==> src/common/rtirq_consts.svh <==
// register offsets, field positions and timing counts for the terminal register bank
`ifndef RTIRQ_CONSTS_SVH
`define RTIRQ_CONSTS_SVH
`define RTIRQ_IDX_HP_EN      5'h07
`define RTIRQ_IDX_HP_STAT    5'h08
`define RTIRQ_IDX_STD_EN     5'h09
`define RTIRQ_IDX_TADDR      5'h0A
`define RTIRQ_IDX_SELFTEST   5'h0B
`define RTIRQ_IDX_PRST       5'h0C
`define RTIRQ_IDX_TTRST      5'h0D
`define RTIRQ_IDX_MONCTL     5'h0E
`define RTIRQ_IDX_STW        5'h04
`define RTIRQ_IDX_IRQ_STAT   5'h10
`define RTIRQ_IDX_IRQ_CLR    5'h11
`define RTIRQ_IDX_IRQ_EN     5'h12
`define RTIRQ_IDX_TTAG       5'h13
`define RTIRQ_HP_MASK        16'h017B
`define RTIRQ_STD_MASK       16'h0032
`define RTIRQ_BIT_STD        0
`define RTIRQ_BIT_MSGERR     1
`define RTIRQ_BIT_STFAIL     3
`define RTIRQ_BIT_STDONE     4
`define RTIRQ_BIT_SSFAIL     5
`define RTIRQ_BIT_DBCA       6
`define RTIRQ_BIT_OVR        8
`define RTIRQ_BIT_ILLCMD     4
`define RTIRQ_BIT_ILLBC      5
`define RTIRQ_TA_ADDR_MASK   16'h003F
`define RTIRQ_TA_BUSYEN      9
`define RTIRQ_TA_BUSY        14
`define RTIRQ_MON_BIT        15
`define RTIRQ_CLK_MHZ        125
`define RTIRQ_SELFTEST_US    100
`define RTIRQ_PRST_US        1
`define RTIRQ_SELFTEST_CYC   (`RTIRQ_SELFTEST_US * `RTIRQ_CLK_MHZ)
`define RTIRQ_PRST_CYC       (`RTIRQ_PRST_US * `RTIRQ_CLK_MHZ)
`endif

==> src/common/rtirq_pkg.sv <==
// types shared by the terminal register bank
package rtirq_pkg;
  typedef struct packed {
    logic        psel;
    logic        penable;
    logic        pwrite;
    logic [6:0]  paddr;
    logic [31:0] pwdata;
  } rtirq_apb_req_type;

  typedef struct packed {
    logic msg_error;
    logic self_test_fail;
    logic dyn_bus_accept;
    logic data_overrun;
    logic illegal_cmd;
    logic illegal_bcast;
    logic cmd_done;
  } rtirq_events_type;

  typedef enum logic [1:0] {
    RTIRQ_IDLE,
    RTIRQ_SELFTEST,
    RTIRQ_PRESET
  } rtirq_state_type;
endpackage

==> src/rtirq_regs.sv <==
// terminal interrupt, address/flags and command register bank with apb slave
// How it works
// high-priority output only for enabled events
// high-priority enable bit0 low: pulse only
// bit0 high: pulse and level both
// enabled message error halts until cleared
// event sets status bit, raises output
// writing one clears bit and output
// writing one to zero bit sets nothing
// subsystem fail pin sets status bit 5
// standard interrupts gated by standard enables
// address bits mirror pins while locked
// bits 10-15 drive status word flags
// busy bit applied when command processing idle
// self-test write runs 100 us, result word
// reset write stops terminal for 1 us
// time-tag write clears 8-bit counter
// monitor bit 15 reads current mode
// result word sent on self-test mode code
// command registers read zero, no effect
//
// Decided for this implementation: the placing of the registers and the APB register port.
`include "rtirq_consts.svh"
module rtirq_regs
  import rtirq_pkg::*;
(
  input  wire logic             core_clk_i,
  input  wire logic             rst_n_i,
  input  wire rtirq_apb_req_type apb_i,
  output logic                  pready_o,
  output logic                  pslverr_o,
  output logic [31:0]           prdata_o,
  input  wire rtirq_events_type ev_i,
  input  wire logic             subsystem_fail_input_i,
  input  wire logic             lock_i,
  input  wire logic [5:0]       addr_pins_i,
  input  wire logic             terminal_active_i,
  input  wire logic             mode_code_stw_i,
  output logic                  high_priority_irq_out_o,
  output logic                  standard_irq_level_out_o,
  output logic                  standard_irq_pulse_out_o,
  output logic [5:0]            status_flags_o,
  output logic [15:0]           stw_tx_o,
  output logic                  stw_tx_valid_o,
  output logic                  terminal_halt_o,
  output logic                  self_test_busy_o,
  output logic                  prog_reset_o,
  output logic                  monitor_mode_o,
  output logic [7:0]            time_tag_o,
  output logic                  irq_o
);
  localparam int unsigned ST_CYC = `RTIRQ_SELFTEST_CYC;
  localparam int unsigned PR_CYC = `RTIRQ_PRST_CYC;

  // pin synchronisers
  logic [1:0]  ssf_s_q;
  logic [1:0]  lock_s_q;
  logic [11:0] apin_s_q;
  logic        ssf_prev_q;
  always_ff @(posedge core_clk_i or negedge rst_n_i) begin
    if (!rst_n_i) begin
      ssf_s_q  <= 2'h0;
      lock_s_q <= 2'h0;
      apin_s_q <= 12'h000;
      ssf_prev_q <= 1'b0;
    end else begin
      ssf_s_q  <= {ssf_s_q[0], subsystem_fail_input_i};
      lock_s_q <= {lock_s_q[0], lock_i};
      apin_s_q <= {apin_s_q[5:0], addr_pins_i};
      ssf_prev_q <= ssf_s_q[1];
    end
  end
  wire       lock_w    = lock_s_q[1];
  wire [5:0] apin_w    = apin_s_q[11:6];
  wire       ssf_rise  = ssf_s_q[1] & ~ssf_prev_q;

  // apb decode, zero-wait slave
  wire        acc      = apb_i.psel & apb_i.penable;
  wire        wr       = acc & apb_i.pwrite;
  wire [4:0]  idx      = apb_i.paddr[6:2];
  wire [15:0] wd       = apb_i.pwdata[15:0];
  wire wr_hpen   = wr && idx == `RTIRQ_IDX_HP_EN;
  wire wr_hpst   = wr && idx == `RTIRQ_IDX_HP_STAT;
  wire wr_stden  = wr && idx == `RTIRQ_IDX_STD_EN;
  wire wr_taddr  = wr && idx == `RTIRQ_IDX_TADDR;
  wire wr_st     = wr && idx == `RTIRQ_IDX_SELFTEST;
  wire wr_prst   = wr && idx == `RTIRQ_IDX_PRST;
  wire wr_tt     = wr && idx == `RTIRQ_IDX_TTRST;
  wire wr_mon    = wr && idx == `RTIRQ_IDX_MONCTL;
  wire wr_stw    = wr && idx == `RTIRQ_IDX_STW;
  wire wr_iclr   = wr && idx == `RTIRQ_IDX_IRQ_CLR;
  wire wr_ien    = wr && idx == `RTIRQ_IDX_IRQ_EN;

  logic [15:0] hp_en_q, hp_st_q, std_en_q, taddr_q, stw_q;
  logic        busy_req_q, mon_q;
  logic [7:0]  tt_q;
  logic [3:0]  ist_q, ien_q;
  rtirq_state_type st_q;
  logic [13:0] cnt_q;

  // high-priority events
  wire st_done = (st_q == RTIRQ_SELFTEST) && cnt_q == 14'h0000;
  wire st_fail = st_done & ev_i.self_test_fail;
  wire std_ev  = |({ev_i.msg_error, ev_i.illegal_cmd, ev_i.illegal_bcast} &
                   {std_en_q[`RTIRQ_BIT_MSGERR], std_en_q[`RTIRQ_BIT_ILLCMD], std_en_q[`RTIRQ_BIT_ILLBC]});
  logic [15:0] hp_ev;
  always_comb begin
    hp_ev = 16'h0000;
    hp_ev[`RTIRQ_BIT_STD]    = std_ev;
    hp_ev[`RTIRQ_BIT_MSGERR] = ev_i.msg_error;
    hp_ev[`RTIRQ_BIT_STFAIL] = st_fail;
    hp_ev[`RTIRQ_BIT_STDONE] = st_done;
    hp_ev[`RTIRQ_BIT_SSFAIL] = ssf_rise;
    hp_ev[`RTIRQ_BIT_DBCA]   = ev_i.dyn_bus_accept;
    hp_ev[`RTIRQ_BIT_OVR]    = ev_i.data_overrun;
  end
  // set wins over clear; a one on a clear bit does nothing
  wire [15:0] hp_set  = hp_ev & hp_en_q & `RTIRQ_HP_MASK;
  wire [15:0] hp_clr  = wr_hpst ? wd : 16'h0000;
  wire [15:0] hp_st_d = ((hp_st_q & ~hp_clr) | hp_set) & `RTIRQ_HP_MASK;

  // busy applied only while idle
  wire        busy_apply = ~terminal_active_i;
  logic [15:0] taddr_d;
  always_comb begin
    taddr_d = taddr_q;
    if (wr_taddr) begin
      taddr_d[15:10] = wd[15:10];
      if (!lock_w)
        taddr_d[5:0] = wd[5:0];
    end
    if (lock_w)
      taddr_d[5:0] = apin_w;
    taddr_d[6]  = ^apin_w[4:0] == apin_w[5];
    taddr_d[7]  = lock_w;
    taddr_d[8]  = 1'b0;
    taddr_d[`RTIRQ_TA_BUSYEN] = busy_apply ? busy_req_q : taddr_q[`RTIRQ_TA_BUSYEN];
    taddr_d[`RTIRQ_TA_BUSY]   = busy_apply ? busy_req_q : taddr_q[`RTIRQ_TA_BUSY];
  end

  // generic interrupt block over four events
  wire       prog_done = (st_q == RTIRQ_PRESET) && cnt_q == 14'h0000;
  wire [3:0] iev = {st_done, prog_done, hp_set[`RTIRQ_BIT_MSGERR], ssf_rise};

  always_ff @(posedge core_clk_i or negedge rst_n_i) begin
    if (!rst_n_i) begin
      hp_en_q  <= 16'h0000;
      hp_st_q  <= 16'h0000;
      std_en_q <= 16'h0000;
      taddr_q  <= 16'h0000;
      busy_req_q <= 1'b0;
      mon_q    <= 1'b0;
      stw_q    <= 16'h0000;
      ist_q    <= 4'h0;
      ien_q    <= 4'h0;
    end else begin
      if (wr_hpen)  hp_en_q  <= wd & (`RTIRQ_HP_MASK | 16'h0001);
      if (wr_stden) std_en_q <= wd & `RTIRQ_STD_MASK;
      if (wr_taddr) busy_req_q <= wd[`RTIRQ_TA_BUSYEN];
      if (wr_mon)   mon_q <= wd[`RTIRQ_MON_BIT];
      if (wr_stw)   stw_q <= wd;
      if (wr_ien)   ien_q <= wd[3:0];
      hp_st_q <= hp_st_d;
      taddr_q <= taddr_d;
      ist_q   <= (ist_q & ~(wr_iclr ? wd[3:0] : 4'h0)) | iev;
    end
  end

  // command sequencer: self-test and programmed reset
  always_ff @(posedge core_clk_i or negedge rst_n_i) begin
    if (!rst_n_i) begin
      st_q  <= RTIRQ_IDLE;
      cnt_q <= 14'h0000;
    end else begin
      case (st_q)
        RTIRQ_IDLE: begin
          if (wr_prst) begin
            st_q  <= RTIRQ_PRESET;
            cnt_q <= 14'(PR_CYC - 1);
          end else if (wr_st) begin
            st_q  <= RTIRQ_SELFTEST;
            cnt_q <= 14'(ST_CYC - 1);
          end
        end
        RTIRQ_SELFTEST, RTIRQ_PRESET: begin
          if (wr_prst && st_q == RTIRQ_SELFTEST) begin
            st_q  <= RTIRQ_PRESET;
            cnt_q <= 14'(PR_CYC - 1);
          end else if (cnt_q == 14'h0000)
            st_q <= RTIRQ_IDLE;
          else
            cnt_q <= cnt_q - 14'h0001;
        end
        default: st_q <= RTIRQ_IDLE;
      endcase
    end
  end

  // halt on enabled message error until status bit 1 clears
  wire halt_d = hp_st_d[`RTIRQ_BIT_MSGERR] & hp_en_q[`RTIRQ_BIT_MSGERR];

  // read mux; command registers read zero
  logic [15:0] rd;
  always_comb begin
    case (idx)
      `RTIRQ_IDX_HP_EN:    rd = hp_en_q;
      `RTIRQ_IDX_HP_STAT:  rd = hp_st_q;
      `RTIRQ_IDX_STD_EN:   rd = std_en_q;
      `RTIRQ_IDX_TADDR:    rd = taddr_q;
      `RTIRQ_IDX_MONCTL:   rd = {mon_q, 15'h0000};
      `RTIRQ_IDX_STW:      rd = stw_q;
      `RTIRQ_IDX_IRQ_STAT: rd = {12'h000, ist_q};
      `RTIRQ_IDX_IRQ_EN:   rd = {12'h000, ien_q};
      `RTIRQ_IDX_TTAG:     rd = {8'h00, tt_q};
      default:             rd = 16'h0000;
    endcase
  end
  wire known = idx inside {`RTIRQ_IDX_HP_EN, `RTIRQ_IDX_HP_STAT, `RTIRQ_IDX_STD_EN,
    `RTIRQ_IDX_TADDR, `RTIRQ_IDX_SELFTEST, `RTIRQ_IDX_PRST, `RTIRQ_IDX_TTRST,
    `RTIRQ_IDX_MONCTL, `RTIRQ_IDX_STW, `RTIRQ_IDX_IRQ_STAT, `RTIRQ_IDX_IRQ_CLR,
    `RTIRQ_IDX_IRQ_EN, `RTIRQ_IDX_TTAG};

  // registered outputs
  always_ff @(posedge core_clk_i or negedge rst_n_i) begin
    if (!rst_n_i) begin
      pready_o  <= 1'b0;
      pslverr_o <= 1'b0;
      prdata_o  <= 32'h0000_0000;
      high_priority_irq_out_o  <= 1'b0;
      standard_irq_level_out_o <= 1'b0;
      standard_irq_pulse_out_o <= 1'b0;
      status_flags_o   <= 6'h00;
      stw_tx_o         <= 16'h0000;
      stw_tx_valid_o   <= 1'b0;
      terminal_halt_o  <= 1'b0;
      self_test_busy_o <= 1'b0;
      prog_reset_o     <= 1'b0;
      monitor_mode_o   <= 1'b0;
      tt_q   <= 8'h00;
      irq_o  <= 1'b0;
    end else begin
      pready_o  <= apb_i.psel & ~apb_i.penable;
      pslverr_o <= apb_i.psel & ~apb_i.penable & ~known;
      prdata_o  <= {16'h0000, rd};
      high_priority_irq_out_o  <= |(hp_st_d & ~16'h0001);
      standard_irq_pulse_out_o <= std_ev;
      standard_irq_level_out_o <= hp_st_d[`RTIRQ_BIT_STD];
      status_flags_o   <= taddr_d[15:10];
      stw_tx_o         <= stw_q;
      stw_tx_valid_o   <= mode_code_stw_i;
      terminal_halt_o  <= halt_d | (st_q == RTIRQ_PRESET) | wr_prst;
      self_test_busy_o <= (st_q == RTIRQ_SELFTEST) ? ~st_done : wr_st;
      prog_reset_o     <= (st_q == RTIRQ_PRESET) ? ~prog_done : wr_prst;
      monitor_mode_o   <= wr_mon ? wd[`RTIRQ_MON_BIT] : mon_q;
      tt_q   <= wr_tt ? 8'h00 : tt_q + 8'h01;
      irq_o  <= |(((ist_q & ~(wr_iclr ? wd[3:0] : 4'h0)) | iev) & ien_q);
    end
  end
  assign time_tag_o = tt_q;

  hp_set_a: assert property (@(posedge core_clk_i) disable iff (!rst_n_i)
    (ev_i.data_overrun && hp_en_q[`RTIRQ_BIT_OVR]) |=> hp_st_q[`RTIRQ_BIT_OVR] && high_priority_irq_out_o)
    else $error("overrun event lost");
  hp_gate_a: assert property (@(posedge core_clk_i) disable iff (!rst_n_i)
    !hp_en_q[`RTIRQ_BIT_OVR] && !hp_st_q[`RTIRQ_BIT_OVR] |=> !hp_st_q[`RTIRQ_BIT_OVR])
    else $error("disabled event set status");
  w1c_clear_a: assert property (@(posedge core_clk_i) disable iff (!rst_n_i)
    (wr_hpst && wd[`RTIRQ_BIT_DBCA] && !hp_set[`RTIRQ_BIT_DBCA]) |=> !hp_st_q[`RTIRQ_BIT_DBCA])
    else $error("status bit not cleared");
  w1c_noset_a: assert property (@(posedge core_clk_i) disable iff (!rst_n_i)
    (!hp_st_q[`RTIRQ_BIT_DBCA] && !hp_set[`RTIRQ_BIT_DBCA]) |=> !hp_st_q[`RTIRQ_BIT_DBCA])
    else $error("status bit set without event");
  std_pulse_a: assert property (@(posedge core_clk_i) disable iff (!rst_n_i)
    (std_ev && !hp_en_q[0] && !hp_st_q[0]) |=> standard_irq_pulse_out_o && !standard_irq_level_out_o)
    else $error("standard pulse only broken");
  std_level_a: assert property (@(posedge core_clk_i) disable iff (!rst_n_i)
    (std_ev && hp_en_q[0]) |=> standard_irq_pulse_out_o && standard_irq_level_out_o)
    else $error("standard level missing");
  lock_mirror_a: assert property (@(posedge core_clk_i) disable iff (!rst_n_i)
    lock_w |=> taddr_q[5:0] == $past(apin_w))
    else $error("address not mirrored");
  tt_clear_a: assert property (@(posedge core_clk_i) disable iff (!rst_n_i)
    wr_tt |=> time_tag_o == 8'h00)
    else $error("time tag not cleared");
  prst_len_a: assert property (@(posedge core_clk_i) disable iff (!rst_n_i)
    (wr_prst && st_q == RTIRQ_IDLE) |=> prog_reset_o [*8])
    else $error("programmed reset too short");
  halt_msg_a: assert property (@(posedge core_clk_i) disable iff (!rst_n_i)
    (ev_i.msg_error && hp_en_q[`RTIRQ_BIT_MSGERR]) |=> terminal_halt_o)
    else $error("no halt on message error");
  c_selftest: cover property (@(posedge core_clk_i) disable iff (!rst_n_i) st_done);
  c_hpirq: cover property (@(posedge core_clk_i) disable iff (!rst_n_i) $rose(high_priority_irq_out_o));
  c_stdlvl: cover property (@(posedge core_clk_i) disable iff (!rst_n_i) $rose(standard_irq_level_out_o));
endmodule

==> config.mk <==
export PLATFORM = sky130hd
export DESIGN_NAME = rtirq_regs
export DESIGN_NICKNAME = d
export VERILOG_FILES = /design/src/common/rtirq_pkg.sv /design/src/rtirq_regs.sv
export VERILOG_INCLUDE_DIRS = /design/src /design/src/common
export SDC_FILE = /design/constraint.sdc
export NUM_CORES = 1
export LEC_CHECK = 0
export ABC_AREA = 1
export BUFFER_PORTS_ARGS = -buffer_cell sky130_fd_sc_hd__buf_2
export CORE_MARGIN = 3
export CORE_UTILIZATION = 41
export CTS_CLUSTER_DIAMETER = 200
export DETAILED_ROUTE_END_ITERATION = 7
export MAX_ROUTING_LAYER = met4
export SETUP_SLACK_MARGIN = 0.1
export SLEW_MARGIN = 20
export SYNTH_ARGS = -nofsm -noshare
export SYNTH_HDL_FRONTEND = slang
export SYNTH_SLANG_ARGS = --single-unit
==> constraint.sdc <==
create_clock -name core_clk_i -period 2.1 [get_ports core_clk_i]
set_input_delay 0.315 -clock core_clk_i [delete_from_list [all_inputs] [get_ports core_clk_i]]
set_output_delay 0.315 -clock core_clk_i [all_outputs]
set_load 0.05 [all_outputs]
==> results of run 1 <==
[cells by family after synthesis]
group,after synthesis
AND/OR/NAND/NOR,353
flip-flops,140
multiplexers,2
XOR/XNOR,13
adder cells (fa/ha/maj),7
other,1
buffers and inverters,99
AO/OA/AOI/OAI,78
[worst register-to-register path: cells and delay by family (launching register included)]
family | cells | cell delay, ns
DFF | 1 | 0.38
AOI/OAI and AO/OA | 1 | 0.08
adders and majority gates | 1 | 0.19
and+or+nand+nor | 6 | 0.86
buffers and inverters | 1 | 0.12
[power by group through the flow]
stage | combinational [mW] | clock (mW) | sequential (mW)
6_report | 2.27 | 3.10 | 3.41
3_5_place_dp | 2.26 | 0 | 3.46
4_1_cts | 2.29 | 3.16 | 3.41
5_1_grt | 2.57 | 3.28 | 3.47
2_1_floorplan | 1.31 | 0 | 3.84
3_3_place_gp | 2.23 | 0 | 3.44
[per-layer routing]
metal	up-vias	global-route usage [%]
li1	2392	-
met1	2323	24.4
met2	115	31.4
met3	18	4.73
met4	0	6.24
met5	-	-
[synth_stat cells]
cell       count
o21ai_1        3
inv_2          5
o211ai_1       3
nand3_2        2
o21bai_1       1
mux2_2         1
nor4_4         1
buf_2          4
nand2_4        2
o21ai_0       43
nor3_1         9
clkbuf_1       4
inv_1         61
conb_1         1
o22ai_1        2
ha_1           7
a22o_1         4
o21ai_2        5
xor2_1         4
a21oi_1        9
xnor2_1        9
nor2_1        49
or2_2          3
mux2_1         1
nand3_1       30
nand2_2       10
nand4_1        9
a31oi_1        7
buf_6          2
nand2_1      231
nor2_2         3
buf_4         23
dfrtp_1      140
nor2_4         4
o2111ai_1      1
[layout make-up]
type / count / share of cell area [%]
sequential: 140 / 46.4
multi-input combinational: 469 / 29.8
timing repair buffer: 119 / 9.34
clock buffer: 19 / 6.00
inverter: 66 / 3.28
tap: 184 / 3.05
clock inverter: 12 / 2.14
[cells in the final DEF, fill, tap and decap left out, types with 7 or more instances in the layout]
cell	Yosys	final
nand2_2	10	10
nand3_1	30	30
buf_4	23	9
inv_1	61	61
nor3_1	9	9
o21ai_0	43	43
nor2_1	49	49
dlygate4sd3_1	0	10
a31oi_1	7	7
buf_2	4	97
conb_1	1	16
nand2_1	231	231
ha_1	7	7
dfrtp_1	140	140
a21oi_1	9	9
xnor2_1	9	9
clkbuf_16	0	17
nand4_1	9	9
[state kept, by name (all words and copies together) (netlist names), 3 cells and up]
register	cells
time_tag_o	8
stw_q	16
hp_st_q	7
apin_s_q	12
status_flags_o	5
cnt_q	14
ist_q	4
ien_q	4
taddr_q	10
prdata_o	16
stw_tx_o	16
std_en_q	3
hp_en_q	7
[path summary, 6_finish.rpt]
kind	from	to	slack [ns]	cells after the start
min in group asynchronous	rst_n_i	prdata_o[12]	0.37	2
max in group asynchronous	rst_n_i	time_tag_o[6]	1.06	3
setup / recovery	cnt_q[0]	st_q[0]	0.34	9
hold reg to reg	lock_s_q[0]	lock_s_q[1]	0.35	0
setup reg to reg	cnt_q[0]	st_q[0]	0.34	9
hold / removal	apb_i[40]	pready_o	0.09	2
==> impl_metrics.csv, run 1 <==
group,metric,value,unit
logic_synthesis,synth_top_family_by_area,"simple AND/OR/NAND/NOR gates",
detailed_routing,drt_pass1_iterations,5,
cells_and_area,num-fill-cells,1382,
detailed_routing,drtIter0Drc,307,
clock_network,clock-root-buffer,"clkbuf_16",
detailed_routing,vias_per_cell,4.80,
sta,period_share,83.8,%
floorplan,fp.coreArea,14600,um^2
cells_and_area,area.sequential,3500,um^2
detailed_routing,wire_per_inst,14.8,um
logic_synthesis,syn_area,6170,um^2
logic_synthesis,yosysTopAreaCellShare,56.8,%
sta,setup_slack,0.340,ns
floorplan,die_height,129,um
cells_and_area,drive_gt1_share,21.3,%
global_route,antenna_found_initial,0,
logic_synthesis,ys_ff_latch,140,
detailed_routing,routed-wl-met3,747,um
worst_setup_path,worst_path_max_delay_cell,"dfrtp_1",
sta,grt_setup_unrepaired,"no",
logic_synthesis,synth-adder-area-share,1.42,%
logic_synthesis,synthMuxAreaShare,0.365,%
sta,max_freq,0.568,GHz
pwr,power.switching,3.11,mW
place,dp_hpwl,11.1,mm
flow_run,maxCapViolations,0,
logic_synthesis,yosysWarnings,0,
sta,slew_headroom,63.2,%
worst_setup_path,crit_family,"simple AND/OR/NAND/NOR gates",
worst_setup_path,crit_chain,"inv_1 -> ha_1 -> nand2_1 -> nor2_1 -> nand2_2 -> nand3_1 -> nand2_1 -> nand2_1 -> o21ai_0",
pwr,p_per_area,1160,nW/um^2
clock_network,cts_hold_buffers,9,
clock_network,cts_made_buffers,17,
detailed_routing,wl_met2,7.40,mm
worst_setup_path,max_stage_delay,0.38,ns
pwr,p_leak,4.04,nW
sta,tightestPinTransition,0.547,ns
detailed_routing,top_layer,"met4",
global_route,gr-total-overflow,0,
global_route,track_usage,19.5,%
detailed_routing,via_count,4848,
pwr,total_power,8.79,mW
detailed_routing,wl_met1,6.56,mm
cells_and_area,finalCoreUtilization,51.5,%
logic_synthesis,synthSimpleGateAreaFrac,24.5,%
cells_and_area,antenna_cells,0,
clock_network,cts_max_path_buffers,2,
global_route,grt_pass1_vias,4880,
clock_network,cts_resized,0,
place,place.gp.congestion,0.870,
clock_network,cts_setup_buffers,0,
cells_and_area,nets,881,
detailed_routing,drc,0,
worst_setup_path,worstPathArrival,2.06,ns
outcome,status,"complete, no violations",
sta,setup_violations,0,
cells_and_area,fin_cells,1009,
min_path,hp-class,"in -> reg",
worst_setup_path,worstSetupEndpointType,"register",
sta,final.setup.tns,0,ns
floorplan,start_util,42.1,%
worst_setup_path,criticalPathCategory,"reg -> reg",
worst_setup_path,cpMostUsedCell,"nand2_1",
logic_synthesis,synthXorXnorAreaFrac,1.85,%
sta,fin_hold_ws,0.0930,ns
worst_setup_path,cp_num_buf_inv,1,
cells_and_area,multi_input_area,2240,um^2
logic_synthesis,yosys.area.top_type,"dfrtp_1",
sta,report.final.hold_viol_count,0,
place,placed_area,6830,um^2
cells_and_area,finalInstanceArea,7540,um^2
logic_synthesis,postSynthAreaPerCell,8.90,um^2
floorplan,die_area,16600,um^2
sta,final.min_clock_period,1.76,ns
floorplan,fp.dieW,129,um
pwr,irDropWorstVdd,0.000580,V
worst_setup_path,critPathMaxFanout,5,
detailed_routing,drtAntennaViolNets,0,
pwr,clkPwrFrac,35.3,%
detailed_routing,drt_wl_total,14.9,mm
cells_and_area,syn2layout_area_growth,22.3,%
floorplan,num_rows,44,
worst_setup_path,required,2.40,ns
clock_network,clk_latency,0.42,ns
clock_network,clk_pin_slew,0.06,ns
logic_synthesis,synth_cells,693,
logic_synthesis,synth_compound_area_share,7.28,%
clock_network,cts.sinks,140,
logic_synthesis,synth_area_leaders,"dfrtp_1, nand2_1, inv_1",
global_route,grt_pass1_wl,24.5,mm
clock_network,cts_tree,"done",
place,place_inst,968,
sta,final.setup_skew,0.00649,ns
sta,drv_slew,0,
place,io_buffers,98,
pwr,power_frac_seq,38.8,%
place,place_ws,0.257,ns
logic_synthesis,ys_seq_area_share,56.8,%
logic_synthesis,synth_cell_types,35,
pwr,switching_share,35.4,%
pwr,p_int,5.68,mW
floorplan,io_pins,134,
clock_network,htreeDepth,4,
global_route,grt_max_degree,44,
worst_setup_path,startpoint_type,"register",
pwr,combPwrFrac,25.9,%
Power figures use the tool's default switching activity.
==> inputs of run 2 (changes only) <==
--- a/config.mk
+++ b/config.mk
@@ -6,13 +6,14 @@
 export SDC_FILE = /design/constraint.sdc
 export NUM_CORES = 1
 export LEC_CHECK = 0
-export ABC_AREA = 1
+export ABC_AREA = 0
 export BUFFER_PORTS_ARGS = -buffer_cell sky130_fd_sc_hd__buf_2
 export CORE_MARGIN = 3
 export CORE_UTILIZATION = 41
 export CTS_CLUSTER_DIAMETER = 200
 export DETAILED_ROUTE_END_ITERATION = 7
 export MAX_ROUTING_LAYER = met4
+export PLACE_DENSITY = 0.66
 export SETUP_SLACK_MARGIN = 0.1
 export SLEW_MARGIN = 20
 export SYNTH_ARGS = -nofsm -noshare
==> constraint.sdc (replaced) <==
create_clock -name core_clk_i -period 1.6 [get_ports core_clk_i]
set_input_delay 0.24 -clock core_clk_i [delete_from_list [all_inputs] [get_ports core_clk_i]]
set_output_delay 0.24 -clock core_clk_i [all_outputs]
set_load 0.05 [all_outputs]
==> run 2 against run 1 <==
  * The flow now finishes with violations (negative setup slack)
  * Maximum frequency shrank 18%
  * First-iteration DRC count grew 4.6%
  * Global-route usage grew 1.1 points
  * Count of clock-buffer cells in the layout grew 1
  * Routed wire length grew 5.2%
  * Largest cell class unchanged
==> impl_metrics.csv, run 2 <==
group,metric,value,unit
sta,final.setup_skew,0.00659,ns
worst_setup_path,startpoint_type,"register",
global_route,grt_pass1_vias,4915,
logic_synthesis,yosysTopAreaCellShare,58.3,%
logic_synthesis,synth_edf_count,0,
cells_and_area,nets,782,
sta,period_share,134,%
cells_and_area,syn2layout_area_growth,42.8,%
cells_and_area,layout_common_cells,"dfrtp_1, buf_2, buf_4",
logic_synthesis,synthSimpleGateAreaFrac,12.1,%
logic_synthesis,ys_seq_area_share,58.3,%
cells_and_area,finalInstanceArea,8580,um^2
worst_setup_path,criticalPathCategory,"reg -> reg",
global_route,grt_use_met1,26.4,%
detailed_routing,drtAntennaViolNets,0,
clock_network,cts_tree,"done",
clock_network,clk_latency,0.42,ns
logic_synthesis,yosysWarnings,0,
worst_setup_path,ff2ff_path_depth,7,
detailed_routing,drtIter0Drc,321,
cells_and_area,num-fill-cells,1132,
detailed_routing,drt_wl_total,15.7,mm
logic_synthesis,synthArstFlopShare,100,%
cells_and_area,final_common_cell,"dfrtp_1",
worst_setup_path,critPathMaxFanout,4,
floorplan,start_util,42.6,%
place,dp_hpwl,11.3,mm
global_route,track_usage,20.7,%
cells_and_area,finalCoreUtilization,60.8,%
logic_synthesis,synth-adder-area-share,1.46,%
pwr,p_per_area,1370,nW/um^2
pwr,total_power,11.7,mW
logic_synthesis,yosys-top-cells-count,"dfrtp_1, nand2_1, mux2_2, nor2_1, o21ai_0",
detailed_routing,via_count,4743,
clock_network,cts_made_buffers,17,
cells_and_area,fin_cells,908,
place,io_buffers,98,
clock_network,clk_pin_slew,0.06,ns
min_path,hp-class,"in -> reg",
global_route,grt_pass1_wl,25.5,mm
worst_setup_path,worstSetupEndpointType,"register",
floorplan,io_pins,134,
global_route,antenna_found_initial,1,
sta,max_freq,0.466,GHz
logic_synthesis,synth_top_family_by_area,"compound AO/OA/AOI/OAI gates",
logic_synthesis,syn_area,6010,um^2
global_route,grt_max_degree,45,
logic_synthesis,yosys.area.top_type,"dfrtp_1",
logic_synthesis,ys_ff_latch,140,
global_route,met2_usage,33.3,%
pwr,irDropWorstVdd,0.000675,V
outcome,violations,"negative setup slack",
detailed_routing,wire_per_inst,17.3,um
flow_run,maxCapViolations,0,
sta,drv_slew,0,
min_path,min_from,"ev_i[4]",
floorplan,die_height,127,um
global_route,grt.met3_usage,4.43,%
sta,final.min_clock_period,2.15,ns
logic_synthesis,synth_cell_types,62,
outcome,status,"finished, violations left",
clock_network,cts.sinks,140,
floorplan,fp.dieW,127,um
sta,setup_violations,24,
logic_synthesis,synthXorXnorAreaFrac,1.60,%
worst_setup_path,worstPathArrival,2.50,ns
clock_network,cts_max_path_buffers,2,
cells_and_area,drive_gt1_share,45.4,%
sta,report.final.hold_viol_count,0,
detailed_routing,drt_pass1_iterations,5,
worst_setup_path,ff2ff_setup_slack,-0.55,ns
floorplan,die_area,16100,um^2
worst_setup_path,cp-startpoint,"cnt_q[0]",
sta,setup_slack,-0.547,ns
worst_setup_path,required,1.96,ns
logic_synthesis,yosysMostFrequentCell,"dfrtp_1",
place,placed_area,7470,um^2
clock_network,clock-root-buffer,"clkbuf_16",
logic_synthesis,synth_area_leaders,"dfrtp_1, mux2_2, a22oi_1",
floorplan,fp.coreArea,14100,um^2
global_route,gr-total-overflow,0,
detailed_routing,drc,0,
cells_and_area,top_regs,"prdata_o (16), stw_q (16), stw_tx_o (16)",
worst_setup_path,worstReg2RegStart,"cnt_q[0]",
pwr,p_leak,4.18,nW
sta,grt_setup_unrepaired,"yes",
sta,final.setup.tns,-8.12,ns
global_route,busiest_layer,"met2",
worst_setup_path,crit_end,"st_q[0]",
detailed_routing,vias_per_cell,5.22,
worst_setup_path,r2r-end,"st_q[0]",
place,place_inst,852,
logic_synthesis,synth_cells,506,
floorplan,num_rows,43,
place,place.gp.congestion,0.853,
logic_synthesis,synthMuxAreaShare,8.50,%
logic_synthesis,synth_compound_area_share,13.3,%
logic_synthesis,synth_flop_cell,"dfrtp_1",
clock_network,htreeDepth,4,
logic_synthesis,postSynthAreaPerCell,11.9,um^2
-- run 2: changes by cell type after synthesis, moves of 22 or more --
cell	before	now
nand2_1	231	43
inv_1	61	13
mux2_2	1	40
a22oi_1	0	22
nor2_1	49	27
-- run 2: critical path, stage by stage, from the launching register on --
cell and delay, ns:
dfrtp_1 0.39, inv_2 0.08, ha_4 0.12, or4b_4 0.45, or4_4 0.49, a2111oi_4 0.32
a21o_1 0.12, a22o_1 0.12
-- run 2: through the flow --
| stage | hold WS, ns | setup WS, ns |
|---|---|---|
| floorplan | -0.0556 | -0.636 |
| global placement | 0.146 | -0.647 |
| detailed placement | 0.157 | -0.688 |
| CTS | 0.0444 | -0.607 |
| global route | 0.0550 | -0.641 |
| finish | 0.0600 | -0.547 |
-- run 2: power breakdown --
| part | total [mW] | leakage [nW] | switching, mW | internal [mW] |
|---|---|---|---|---|
| Combinational | 3.19 | 2.08 | 1.88 | 1.31 |
| Clock | 4.23 | 0.311 | 1.52 | 2.71 |
| Sequential | 4.33 | 1.79 | 0.355 | 3.97 |
| Total | 11.7 | 4.18 | 3.75 | 7.99 |
-- run 2: cell families after synthesis --
group,Yosys count
flip-flops,140
AND/OR/NAND/NOR,138
AO/OA/AOI/OAI,113
buffers and inverters,50
multiplexers,46
XOR/XNOR,11
adder cells (fa/ha/maj),7
other,1
-- run 2: layer usage --
layer | wire length, um | share of wire, % | up-vias
met5 | 0 | 0 | -
met4 | 199 | 1.3 | 0
met3 | 826 | 5.3 | 18
met2 | 7790 | 50 | 146
met1 | 6860 | 44 | 2353
li1 | - | - | 2226
-- run 2: how the worst min path moves through the flow --
stage,endpoint,slack [ns],depth (start not counted)
after floorplan,apin_s_q[0],-0.06,0
after global placement,prdata_o[14],0.15,1
after detailed placement,stw_tx_o[14],0.16,1
after CTS,taddr_q[9],0.04,3
after global routing,stw_q[14],0.06,2
final,hp_st_q[6],0.06,3
-- run 2: area by class of cell --
type                       instances  area (um^2)  area share, %
inverter                          13         51.3          0.598
tap                              180          225           2.63
clock inverter                    12          185           2.16
antenna                            1         2.50         0.0292
sequential                       140         3500           40.8
timing repair buffer             211         1520           17.7
multi-input combinational        331         2640           30.8
clock buffer                      20          457           5.32
-- run 2: timing repair --
| action | 4_1_cts | 5_1_grt |
|---|---|---|
| hold buffers | 10 | 0 |
| pin swaps | 8 | 16 |
| setup endpoints to repair | 24 | 27 |
| buffers inserted | 5 | 8 |
| resized for setup | 33 | 26 |
| endpoints found under the hold margin | 41 | 0 |
